<file path="config.mk">
export PLATFORM = sky130hd
export DESIGN_NAME = wks_detector
export DESIGN_NICKNAME = d
export VERILOG_FILES = /design/src/wks_detector_end.sv /design/src/wks_pkg.sv /design/src/wks_store_if.sv /design/src/wks_seq_store.sv /design/src/wks_detector.sv
export SDC_FILE = /design/constraint.sdc
export NUM_CORES = 1
export LEC_CHECK = 0
export ABC_AREA = 1
export ABC_CLOCK_PERIOD_IN_PS = 3700
export BUFFER_PORTS_ARGS = -buffer_cell sky130_fd_sc_hd__buf_2
export CELL_PAD_IN_SITES_DETAIL_PLACEMENT = 0
export CELL_PAD_IN_SITES_GLOBAL_PLACEMENT = 1
export CORE_MARGIN = 2
export CORE_UTILIZATION = 35
export DETAILED_ROUTE_END_ITERATION = 16
export GPL_ROUTABILITY_DRIVEN = 0
export PLACE_DENSITY_LB_ADDON = 0.1
export SYNTH_ARGS = -nofsm -noshare
export SYNTH_HDL_FRONTEND = slang
export SYNTH_SLANG_ARGS = --single-unit
</file>
<file path="constraint.sdc">
create_clock -name ref_clk -period 3.7 [get_ports ref_clk]
set_input_delay 0.185 -clock ref_clk [delete_from_list [all_inputs] [get_ports ref_clk]]
set_output_delay 0.185 -clock ref_clk [all_outputs]
set_load 0.05 [all_outputs]
</file>
<file path="src/wks_detector_end.sv">
// Empty unit kept beside the detector; it holds no logic of its own.
`timescale 1ns/1ps
`default_nettype none
`default_nettype wire

</file>
<file path="src/wks_pkg.sv">
// Shared constants and types of the wake key sequence detector.
package wks_pkg;
    localparam int          NUM_KEYS  = 12;
    localparam int          MAX_KEYS  = 6;
    localparam int          KEY_W     = 4;
    localparam int          STEP_W    = 3;
    localparam logic [2:0]  LEN_MAX   = 3'h6;
    localparam logic [2:0]  LEN_NONE  = 3'h0;
    localparam logic [2:0]  STEP_ZERO = 3'h0;
    localparam logic [2:0]  STEP_ONE  = 3'h1;
    localparam logic [3:0]  KEY_RST   = 4'h0;

    typedef enum logic [2:0] {
        ST_ACTIVE = 3'h1,
        ST_DOZE   = 3'h2,
        ST_WAKE   = 3'h4
    } wks_state_type;
endpackage : wks_pkg

</file>
<file path="src/wks_store_if.sv">
// Connection between the detector and its key sequence store.
`timescale 1ns/1ps
`default_nettype none
interface wks_store_if;
    import wks_pkg::*;
    logic               wr_en;
    logic [STEP_W-1:0]  wr_idx;
    logic [KEY_W-1:0]   wr_key;
    logic [STEP_W-1:0]  rd_idx;
    logic [KEY_W-1:0]   rd_key;
    modport store (input wr_en, input wr_idx, input wr_key, input rd_idx, output rd_key);
    modport user  (output wr_en, output wr_idx, output wr_key, output rd_idx, input rd_key);
endinterface : wks_store_if
`default_nettype wire

</file>
<file path="src/wks_seq_store.sv">
// Small memory holding the ordered key identities of the wake sequence.
`timescale 1ns/1ps
`default_nettype none
module wks_seq_store
    import wks_pkg::*;
(
    input  wire logic   ref_clk,
    input  wire logic   rstn,
    wks_store_if.store  bus
);
    logic [KEY_W-1:0] mem_r [MAX_KEYS];
    logic [KEY_W-1:0] mem_nxt [MAX_KEYS];
    logic [KEY_W-1:0] rd_key_r;
    logic [KEY_W-1:0] rd_key_nxt;

    genvar gi;
    generate
        for (gi = 0; gi < MAX_KEYS; gi++) begin : g_ent
            always_comb begin
                mem_nxt[gi] = mem_r[gi];
                if (bus.wr_en && (int'(bus.wr_idx) == gi)) begin
                    mem_nxt[gi] = bus.wr_key;
                end
            end
            always_ff @(posedge ref_clk) begin
                if (!rstn) begin
                    mem_r[gi] <= KEY_RST;
                end else begin
                    mem_r[gi] <= mem_nxt[gi];
                end
            end
        end
    endgenerate

    // Indices past the last entry read as key zero rather than wrapping.
    always_comb begin
        rd_key_nxt = KEY_RST;
        if (int'(bus.rd_idx) < MAX_KEYS) begin
            rd_key_nxt = mem_r[bus.rd_idx];
        end
    end

    always_ff @(posedge ref_clk) begin
        if (!rstn) begin
            rd_key_r <= KEY_RST;
        end else begin
            rd_key_r <= rd_key_nxt;
        end
    end

    assign bus.rd_key = rd_key_r;
endmodule : wks_seq_store
`default_nettype wire

</file>
<file path="src/wks_detector.sv">
// Wake key sequence detector: requests wake from doze on a full, ordered sequence of released keys, or on general input or I2C command.
// Contract
// - Up to six keys form the sequence; a full correct entry requests active mode.
// - Partial sequence progress never requests active mode; device stays in doze.
// - A validated key other than the expected one restarts from the first key.
// - A key counts only after touch then release; a held key does not advance.
// - Sequence disabled: doze is left only on general input or I2C command.
`timescale 1ns/1ps
`default_nettype none
module wks_detector
    import wks_pkg::*;
#(
    parameter int N_KEYS = NUM_KEYS
)(
    input  wire logic                ref_clk,
    input  wire logic                rstn,
    input  wire logic                cfg_wr_key,
    input  wire logic [STEP_W-1:0]   cfg_idx,
    input  wire logic [KEY_W-1:0]    cfg_key,
    input  wire logic                cfg_wr_len,
    input  wire logic [STEP_W-1:0]   cfg_len,
    input  wire logic                seq_enable,
    input  wire logic                doze_mode,
    input  wire logic [N_KEYS-1:0]   key_touched,
    input  wire logic                general_input_pin,
    input  wire logic                i2c_wake_cmd,
    output logic                     wake_request,
    output logic [STEP_W-1:0]        seq_step
);
    wks_store_if sif ();

    wks_seq_store u_store (
        .ref_clk (ref_clk),
        .rstn    (rstn),
        .bus     (sif.store)
    );

    wks_state_type      state_r;
    wks_state_type      state_nxt;
    logic [STEP_W-1:0]  step_r;
    logic [STEP_W-1:0]  step_nxt;
    logic [STEP_W-1:0]  len_r;
    logic [STEP_W-1:0]  len_nxt;
    logic [N_KEYS-1:0]  touched_r;
    logic               wake_req_r;
    logic               wake_req_nxt;
    logic [N_KEYS-1:0]  released;
    logic [N_KEYS-1:0]  expect_vec;
    logic               seq_on;
    logic               advance;
    logic               wrong;
    logic               seq_done;
    logic               other_wake;

    // A release is a key seen touched last cycle and untouched now.
    assign released   = touched_r & ~key_touched;
    assign expect_vec = (int'(sif.rd_key) < N_KEYS) ? (N_KEYS'(1) << sif.rd_key) : '0;
    assign seq_on     = seq_enable && (len_r != LEN_NONE);
    // Two keys released in the same cycle cannot be ordered, so they count as a wrong entry.
    assign advance    = seq_on && (released == expect_vec) && (released != '0);
    assign wrong      = seq_on && (released != '0) && !advance;
    assign seq_done   = advance && (step_r == (len_r - STEP_ONE));
    assign other_wake = general_input_pin || i2c_wake_cmd;

    assign sif.wr_en  = cfg_wr_key;
    assign sif.wr_idx = cfg_idx;
    assign sif.wr_key = cfg_key;
    // Reading at the next step keeps the expected key ready one cycle ahead.
    assign sif.rd_idx = step_nxt;

    always_comb begin
        len_nxt = len_r;
        if (cfg_wr_len) begin
            len_nxt = (cfg_len > LEN_MAX) ? LEN_MAX : cfg_len;
        end
    end

    always_comb begin
        state_nxt    = state_r;
        step_nxt     = step_r;
        wake_req_nxt = wake_req_r;
        case (state_r)
            ST_ACTIVE: begin
                step_nxt     = STEP_ZERO;
                wake_req_nxt = 1'b0;
                if (doze_mode) begin
                    state_nxt = ST_DOZE;
                end
            end
            ST_DOZE: begin
                if (!doze_mode) begin
                    state_nxt = ST_ACTIVE;
                    step_nxt  = STEP_ZERO;
                end else if (seq_done || other_wake) begin
                    state_nxt    = ST_WAKE;
                    wake_req_nxt = 1'b1;
                    step_nxt     = STEP_ZERO;
                end else if (wrong) begin
                    step_nxt = STEP_ZERO;
                end else if (advance) begin
                    step_nxt = step_r + STEP_ONE;
                end
            end
            ST_WAKE: begin
                // The request stands until the power manager has left doze.
                step_nxt = STEP_ZERO;
                if (!doze_mode) begin
                    state_nxt    = ST_ACTIVE;
                    wake_req_nxt = 1'b0;
                end
            end
            default: begin
                state_nxt    = ST_ACTIVE;
                step_nxt     = STEP_ZERO;
                wake_req_nxt = 1'b0;
            end
        endcase
    end

    always_ff @(posedge ref_clk) begin
        if (!rstn) begin
            state_r    <= ST_ACTIVE;
            step_r     <= STEP_ZERO;
            len_r      <= LEN_NONE;
            touched_r  <= '0;
            wake_req_r <= 1'b0;
        end else begin
            state_r    <= state_nxt;
            step_r     <= step_nxt;
            len_r      <= len_nxt;
            touched_r  <= key_touched;
            wake_req_r <= wake_req_nxt;
        end
    end

    assign wake_request = wake_req_r;
    assign seq_step     = step_r;
endmodule : wks_detector
`default_nettype wire

</file>
# After elaboration in Yosys (flattened, before gate mapping)
# Memories as Yosys holds them, arrays and structs flattened. A register that Yosys moved wholly into a read port is not among the register bits.
# Index checks and enable logic that the tools add are counted.
[word_totals]
output_inout_bits = 4
mem_count = 1
ram_bits = 24
input_bits = 30
ff_bits = 22
elab_cells = 99
[mem_list]
columns = ["memory", "depth", "word_bits", "read_ports", "rd_clocked_by_memory_dff", "wr", "line", "source"]
rows = [
  ["u_store.mem_r", 6, 4, 1, 1, 6, "wks_seq_store.sv:11", "logic [KEY_W-1:0] mem_r [MAX_KEYS];"],
]
[op_classes]
n_mux = 30
n_lt_le_gt_ge = 3
n_addsub = 2
n_eq_ne = 21
n_bitwise = 8
n_shift = 1
n_reduce_logical = 28
[ops]
columns = ["op", "n"]
rows = [
  ["2-to-1 mux 4 bit", 12],
  ["2-to-1 mux 3 bit", 10],
  ["== test 3 bit, second input constant", 5],
  ["AND reduction 2 bit", 7],
  ["bitwise AND 12 bit", 1],
  ["== test 12 bit", 1],
  ["logical AND 1 bit", 12],
  ["2-to-1 mux 12 bit", 1],
  ["inverter 12 bit", 1],
  ["nonzero test 12 bit", 1],
  ["<< shifter 1 x 4 -> 12 bit, first input constant", 1],
  ["one-hot mux 3 bit (3 select lines)", 1],
  ["!= test 2 bit, second input constant", 4],
  ["== test 3 x 2 -> 1 bit, second input constant", 2],
  ["!= test 1 bit, second input constant", 6],
  ["bitwise OR 1 bit", 6],
  ["AND reduction 3 bit", 2],
  ["2-to-1 mux 1 bit", 5],
  ["less-than comparator 4 bit, second input constant", 1],
  ["adder 3 x 1 -> 3 bit, second input constant", 1],
  ["== test 3 x 1 -> 1 bit, second input constant", 1],
  ["== test 3 bit", 1],
  ["> comparator 3 bit, second input constant", 1],
  ["logical NOT 3 bit", 1],
  ["other kinds (7)", 9],
]

# Logic depth before layout (Yosys ltp)
# Gate-level depths: netlist of run 1.
[logic_depth]
depth_word = 14
depth_mapped = 19
mapped_depth_nobuf = 19

# Cells and area by module
# A second synthesis of run 1 with hierarchy kept.
[hier_totals]
hier_cells = 388
hier_area_um2 = 2758.9
[by_module_without_submodules]
columns = ["mod", "n_inst", "cells_each", "area_each_um2"]
rows = [
  ["wks_detector", 1, 238, 1432.6],
  ["wks_seq_store", 1, 150, 1326.3],
]

# Worst setup path after synthesis of run 1
# OpenSTA, ideal clock, no wires.
[synth_timing]
kind = "register to register"
startpoint = "register len_r[0]"
endpoint = "register u_store.rd_key_r[0], in the netlist u_store.bus.rd_key[0] (read register of u_store.mem_r)"
n_path_buf = 0
arrival_time_ps = 1820
t_required_ps = 3589
path_stages_with_launch = 16
slack_ps = 1768
cell_sequence = "dfxtp_1 inv_1 ha_1 ha_1 nor2_1 nand2_1 nor2_2 nand2_2 nand2_4 nand2_4 nor2_8 inv_2 nor2_1 nor2_1 nor2_1 nor2_1"
[synth_between]
elab_chain_cells = 13
elab_cells_between_ends = 19
cone_classes = "1 x add/sub; 1 x order compare; 1 x eq/ne; 5 x mux; 11 x reduce/logical"
[synth_lines]
columns = ["item", "line", "source"]
rows = [
  ["from (decl)", "wks_detector.sv:42", "logic [STEP_W-1:0] len_r;"],
  ["from (signal assigned)", "wks_detector.sv:130", "len_r <= len_nxt;"],
  ["branches (longest 7 deep; another with subtractor 3 x 1 -> 3 bit)", "n/a", ""],
  ["2-to-1 mux 3 bit (*)", "wks_detector.sv:94", "end else if (seq_done || other_wake) begin"],
  ["2-to-1 mux 3 bit (*)", "wks_detector.sv:91", "if (!doze_mode) begin"],
  ["2-to-1 mux 3 bit (*)", "wks_detector.sv:82", "case (state_r)"],
  ["less-than comparator 3 bit", "wks_seq_store.sv:38", "if (int'(bus.rd_idx) < MAX_KEYS) begin"],
  ["AND reduction 2 bit (no source line)", "n/a", ""],
  ["logical NOT 1 bit (no source line)", "n/a", ""],
  ["to (decl)", "wks_seq_store.sv:13", "logic [KEY_W-1:0] rd_key_r;"],
]
# Mark *: on every way between the ends.
# A chain may end at the register's enable or synchronous reset.

# Final worst setup path of run 1
[layout_timing]
startpoint = "register len_r[0]"
endpoint = "register u_store.rd_key_r[3], in the netlist u_store.bus.rd_key[3] (read register of u_store.mem_r)"
# Same word-level chain as after synthesis.

==> results of run 1 <==
routing by layer:
metal | vias up | track usage, %
met2 | 43 | 27.5
met4 | 0 | 6.19
li1 | 1229 | -
met3 | 13 | 2.99
met1 | 989 | 17.3
met5 | - | 0
cells in the mapped netlist:
master,number,area [um2]
nand3_1,20,100
ha_1,3,37.5
a31oi_1,1,6.26
a211oi_1,1,7.51
o21bai_1,4,30.0
o211ai_1,1,7.51
nand2_2,4,25.0
nor4_1,1,6.26
nand3_2,1,10.0
a21oi_2,1,8.76
nor2_4,2,22.5
inv_1,56,210
nor2_8,1,20.0
nor2_1,76,285
buf_1,1,3.75
nor2_2,4,25.0
o21ai_1,1,5.00
nand2_1,104,390
o22ai_1,1,6.26
xor2_1,1,8.76
nor3_1,2,10.0
nand4_1,7,43.8
inv_2,5,18.8
dfxtp_1,26,521
edfxtp_1,24,721
xnor2_1,1,8.76
a21oi_1,9,45.0
clkbuf_1,2,7.51
o21ai_0,8,40.0
nand2_4,3,33.8
stage by stage:
stage	utilization, %	cell area (um2)	cells	hold WS (ns)	power (uW)
finish	41.6	3050	508	0.0662	1150
global route	41.6	3050	508	0.0533	1210
CTS	41.6	3050	508	0.0544	1160
detailed placement	40.1	2940	500	0.383	774
global placement	40.1	2940	500	0.377	774
floorplan	-	2670	371	0.278	726
state kept, by name (all words and copies together), names as in the netlist:
name                cells
u_store.mem_r          24
touched_r              12
u_store.bus.rd_key      4
len_r                   3
seq_step                3
state_r                 3
wake_request            1
worst paths after layout:
check | start | to | slack [ns]
min reg2reg | len_r[1] | len_r[1] | 0.48
min | key_touched[9] | touched_r[9] | 0.07
max | len_r[0] | u_store.bus.rd_key[3] | 1.49
max reg2reg | len_r[0] | u_store.bus.rd_key[3] | 1.49
cell type report:
cell class              instances  area, um2
fillers                       779       4280
multi-input cells             257       1180
repair buffers                 33        165
inverters                      61        229
flip-flops and latches         50       1240
clock buffers                   6       72.6
well taps                      99        124
clock inverters                 2       37.5
where the power goes:
group | internal (uW) | switching [uW]
Clock | 202 | 184
Sequential | 610 | 12.9
Combinational | 47.5 | 88.5
placed cells by master, fill, tap and decap left out:
| cell | synthesis | layout |
|---|---|---|
| nand2_1 | 104 | 104 |
| nor2_1 | 76 | 76 |
| inv_1 | 56 | 56 |
| buf_2 | 0 | 33 |
| dfxtp_1 | 26 | 26 |
| edfxtp_1 | 24 | 24 |
| nand3_1 | 20 | 20 |
| a21oi_1 | 9 | 9 |
| o21ai_0 | 8 | 8 |
| nand4_1 | 7 | 7 |
| inv_2 | 5 | 5 |
| clkbuf_8 | 0 | 5 |
| nand2_2 | 4 | 4 |
| nor2_2 | 4 | 4 |
| o21bai_1 | 4 | 4 |
| nand2_4 | 3 | 3 |
| ha_1 | 3 | 3 |
| nor3_1 | 2 | 2 |
| nor2_4 | 2 | 2 |
| nor4_1 | 1 | 1 |
| o211ai_1 | 1 | 1 |
| xor2_1 | 1 | 1 |
| o21ai_1 | 1 | 1 |
| xnor2_1 | 1 | 1 |
| o22ai_1 | 1 | 1 |
| nand3_2 | 1 | 1 |
| nor2_8 | 1 | 1 |
| a21oi_2 | 1 | 1 |
| a31oi_1 | 1 | 1 |
| a211oi_1 | 1 | 1 |
| clkbuf_1 | 2 | 1 |
| bufinv_16 | 0 | 1 |
| clkinvlp_4 | 0 | 1 |
critical path: stages (launching register included):
cell and delay (ns):
dfxtp_1 0.36, inv_1 0.06, ha_1 0.20, ha_1 0.17, nor2_1 0.15, nand2_1 0.12, nor2_2 0.15, nand2_2 0.10
inv_1 0.08, nor2_1 0.04, nor2_1 0.22, nand2_2 0.16, inv_2 0.12, nand3_1 0.08, nand2_1 0.06, nor2_1 0.04
kinds of logic (layout without fill, tap and decap cells):
logic type               after synthesis  after routing
AO/OA/AOI/OAI                         27             27
XOR/XNOR                               2              2
buffers and inverters                 64            102
flip-flops                            50             50
AND/OR/NAND/NOR                      225            225
adder cells (fa/ha/maj)                3              3
==> impl_metrics.env, run 1 <==
export IMPL_yosys_area_share_simple_pct=36.5
export IMPL_drive_gt1_share_pct=14.9
export IMPL_path_class="flip-flop to flip-flop"
export IMPL_seq_area_frac_synth_pct=46.6
export IMPL_drtPass1Iterations=4
export IMPL_clkSlewWorstSetupHoldPaths_ns=0.09
export IMPL_std_cell_rows=31
export IMPL_status="completed"
export IMPL_dr_wl_met2_um=2970
export IMPL_ctsHoldBuffers=0
export IMPL_clk_latency_ns=0.30
export IMPL_grt_pass1_wl_um=9980
export IMPL_setup_viol=0
export IMPL_tightestPinTransition_ns=0.571
export IMPL_dpl_hpwl_um=4610
export IMPL_root_buffer="clkbuf_8"
export IMPL_globalRouteOverflowTotal=0
export IMPL_synth_compound_area_share_pct=5.87
export IMPL_slew_viol_final=0
export IMPL_fp_dieH_um=91.3
export IMPL_routedWlPerCell_um=11.5
export IMPL_wl_um=5840
export IMPL_max_cap_violations=0
export IMPL_critPathMaxFanout=6
export IMPL_syn_area_um2=2670
export IMPL_drt_first_iter_violations=74
export IMPL_via_per_inst=4.48
export IMPL_grt_pass1_vias=2226
export IMPL_dr_wl_met3_um=196
export IMPL_syn_nets=404
export IMPL_fp_coreArea_um2=7330
export IMPL_synthMuxAreaShare_pct=0
export IMPL_grt_max_degree=30
export IMPL_worst_slack_ns=1.49
export IMPL_avgSynthCellArea_um2=7.18
export IMPL_hold_violations=0
export IMPL_ys_seq_elements=50
export IMPL_clock_sinks=50
export IMPL_yosys_warnings=0
export IMPL_wl_met1_um=2540
export IMPL_io_pins=34
export IMPL_cp_end_kind="flip-flop"
export IMPL_p_leak_uw=0.00158
export IMPL_required_ns=3.91
export IMPL_grt_use_total_pct=15.2
export IMPL_n_antenna_cell=0
export IMPL_postSynthCellCount=371
export IMPL_rsz0062_at_grt="false"
export IMPL_port_buffers=33
export IMPL_finalClockSkew_ns=0.00325
export IMPL_drt_antenna_violating_nets=0
export IMPL_cts_tree="done"
export IMPL_dieArea_um2=8330
export IMPL_htreeDepth=2
export IMPL_arrival_ns=2.42
export IMPL_yosys_area_share_xor_xnor_pct=0.657
export IMPL_synthDistinctLibCells=30
export IMPL_pre_cts_slack_ns=1.49
export IMPL_clockBufferDepth=2
export IMPL_tns_ns=0
export IMPL_post_cts_buffers=0
export IMPL_area_growth_pct=14.6
export IMPL_top_layer_used="met4"
export IMPL_cts_resized=0
export IMPL_vdd_drop_max_uv=153
export IMPL_cellPowerDensity_nw_per_um2=375
export IMPL_period_share_pct=59.8
export IMPL_dr_total_vias=2274
export IMPL_r2r_cells=15
export IMPL_start_util_pct=36.4
export IMPL_drc_errors=0
export IMPL_fmax_ghz=0.452
export IMPL_start_kind="flip-flop"
export IMPL_hold_depth=3
export IMPL_synth_fa_ha_area_share_pct=1.41
export IMPL_nets=441
export IMPL_synth_top_family_by_area="simple AND/OR/NAND/NOR gates"
export IMPL_min_path_type="input pin to flip-flop"
export IMPL_cts_buffers=5
export IMPL_fin_crit_ns=2.21
export IMPL_die_w_um=91.3
export IMPL_antenna_found_initial=0
export IMPL_max_slew_margin_pct=61.9
(Power assumes the default switching activity.)
==> inputs of run 2 (changes only) <==
- ABC_CLOCK_PERIOD_IN_PS: 3700 -> 2200
- clock period: 3.7 -> 2.2 ns (I/O delays scaled with it)
==> impl_metrics.env, run 2 (synthesis results as in run 1) <==
export IMPL_fp_coreArea_um2=7330
export IMPL_seqPwrFrac_pct=55.5
export IMPL_setup_viol=0
export IMPL_dpl_hpwl_um=4800
export IMPL_cp_end_kind="flip-flop"
export IMPL_status="completed"
export IMPL_fin_crit_ns=2.09
export IMPL_drt_antenna_violating_nets=0
export IMPL_clock_sinks=50
export IMPL_drc_errors=0
export IMPL_worstHoldStart="key_touched[2]"
export IMPL_largest_reg_flops=24
export IMPL_reg2reg_setup_slack_ns=0.11
export IMPL_fp_dieH_um=91.3
export IMPL_wl_um=6380
export IMPL_intPower_uw=1370
export IMPL_antenna_found_initial=0
export IMPL_r2r_cells=18
export IMPL_start_util_pct=36.4
export IMPL_die_w_um=91.3
export IMPL_hold_end="touched_r[2]"
export IMPL_n_antenna_cell=0
export IMPL_max_cap_violations=0
export IMPL_grt_max_degree=17
export IMPL_dr_total_vias=2384
export IMPL_p_leak_uw=0.00169
export IMPL_final_common_cell="nand2_1"
export IMPL_clockBufferDepth=2
export IMPL_via_per_inst=4.48
export IMPL_p_sw_share_pct=27.5
export IMPL_tns_ns=0
export IMPL_final_area_um2=3470
export IMPL_tightestPinTransition_ns=0.437
export IMPL_dieArea_um2=8330
export IMPL_hold_violations=0
export IMPL_std_cell_rows=31
export IMPL_pwr_share_clk_pct=28.5
export IMPL_clkSlewWorstSetupHoldPaths_ns=0.09
export IMPL_htreeDepth=2
export IMPL_area_growth_pct=30.1
export IMPL_hold_depth=3
export IMPL_globalRouteOverflowTotal=0
export IMPL_required_ns=2.41
export IMPL_drt_first_iter_violations=38
export IMPL_nets=465
export IMPL_fmax_ghz=0.478
export IMPL_drtPass1Iterations=4
export IMPL_rsz0062_at_grt="true"
export IMPL_whs_ns=0.00305
export IMPL_critPathMaxFanout=6
export IMPL_root_buffer="clkbuf_8"
export IMPL_grt_pass1_vias=2373
export IMPL_path_class="flip-flop to flip-flop"
export IMPL_p_sw_uw=521
export IMPL_cellPowerDensity_nw_per_um2=546
export IMPL_vdd_drop_max_uv=279
export IMPL_worstReg2RegEnd="u_store.bus.rd_key[2]"
export IMPL_cts_tree="done"
export IMPL_slew_viol_final=0
export IMPL_postPlaceCellArea_um2=2990
export IMPL_routedWlPerCell_um=12.0
export IMPL_io_pins=34
export IMPL_grt_pass1_wl_um=10500
export IMPL_clk_latency_ns=0.31
export IMPL_finalClockSkew_ns=0.00972
export IMPL_fin_util_pct=47.3
export IMPL_arrival_ns=2.30
export IMPL_drive_gt1_share_pct=27.5
export IMPL_port_buffers=33
export IMPL_most_common_layout_cells="94 x nand2_1, 66 x nor2_1, 52 x inv_1"
export IMPL_pre_cts_slack_ns=-0.00406
export IMPL_grt_use_total_pct=15.7
export IMPL_cp_startpoint="u_store.bus.rd_key[0]"
export IMPL_period_share_pct=95.0
export IMPL_min_path_type="input pin to flip-flop"
export IMPL_r2r_start="u_store.bus.rd_key[0]"
export IMPL_cts_buffers=5
export IMPL_worst_slack_ns=0.109
export IMPL_max_slew_margin_pct=70.8
export IMPL_top_register="u_store.mem_r"
export IMPL_start_kind="flip-flop"
export IMPL_p_comb_share_pct=16.0
## run 2: cell count changes in the layout (fill, tap and decap cells not counted), moves of 4 or more
cell and delta:
nor2_2 +5, nand2_2 +9, dfxtp_1 -5, nand3_1 -7, buf_4 +14, nand3_2 +5
dlygate4sd3_1 +8, nor2_4 +6, nand2_1 -10, nor2_1 -10, inv_1 -4
## run 2: power groups by stage
| stage | Sequential [uW] | Combinational [uW] | Clock [uW] |
|---|---|---|---|
| after floorplan | 1060 | 156 | 0 |
| after global placement | 1070 | 236 | 0 |
| after detailed placement | 1070 | 237 | 0 |
| after CTS | 1050 | 251 | 556 |
| after global routing | 1060 | 345 | 583 |
| final | 1050 | 303 | 539 |
## run 2: worst max-delay path, stage by stage, from the launching register on
cell and delay (ns):
dfxtp_2 0.36, inv_2 0.06, nor2_4 0.15, buf_6 0.12
nand2_2 0.03, nand2_1 0.05, nand2_1 0.05, nor2_2 0.10
nand2_2 0.08, nor2_4 0.17, nand2_4 0.11, nand2_2 0.09
o21ai_2 0.05, nor2_2 0.12, nand2_2 0.14, inv_4 0.11
nand3_1 0.08, nand2_1 0.06, nor2_1 0.04
## run 2: per-layer routing
layer	track usage [%]	wire (um)	up-vias
met5	0	0	-
met4	6.82	170	0
met3	2.24	228	14
met2	29.4	3280	44
met1	17.5	2710	1050
li1	-	-	1276
## run 2: repair_timing
item                                    in CTS  in global routing
resized for setup                            2                 59
hold buffers                                 8                  0
buffers inserted                             0                  9
hold endpoints to repair                     8                  0
pin swaps                                    1                 33
endpoints found under the setup margin       4                  7
cloned                                       0                  3
## run 2: cell type report
type                    count  area, um2
flip-flops and latches     50       1250
inverters                  61        234
repair buffers             54        352
multi-input cells         260       1420
well taps                  99        124
clock inverters             2       15.0
fillers                   779       3860
clock buffers               6       72.6
## run 2: how the worst max path moves through the flow
stage	to	slack (ns)	cells past startpoint
final	u_store.bus.rd_key[2]	0.11	18
after global routing	u_store.bus.rd_key[0]	-0.04	18
after CTS	u_store.bus.rd_key[3]	0.009	13
after detailed placement	u_store.bus.rd_key[3]	-0.004	15
after global placement	u_store.bus.rd_key[3]	-0.02	15
after floorplan	u_store.bus.rd_key[0]	0.27	15
## run 2: stage by stage
step | power, uW | cells
floorplan | 1220 | 371
global placement | 1310 | 506
detailed placement | 1310 | 506
CTS | 1860 | 522
global route | 1980 | 532
finish | 1890 | 532
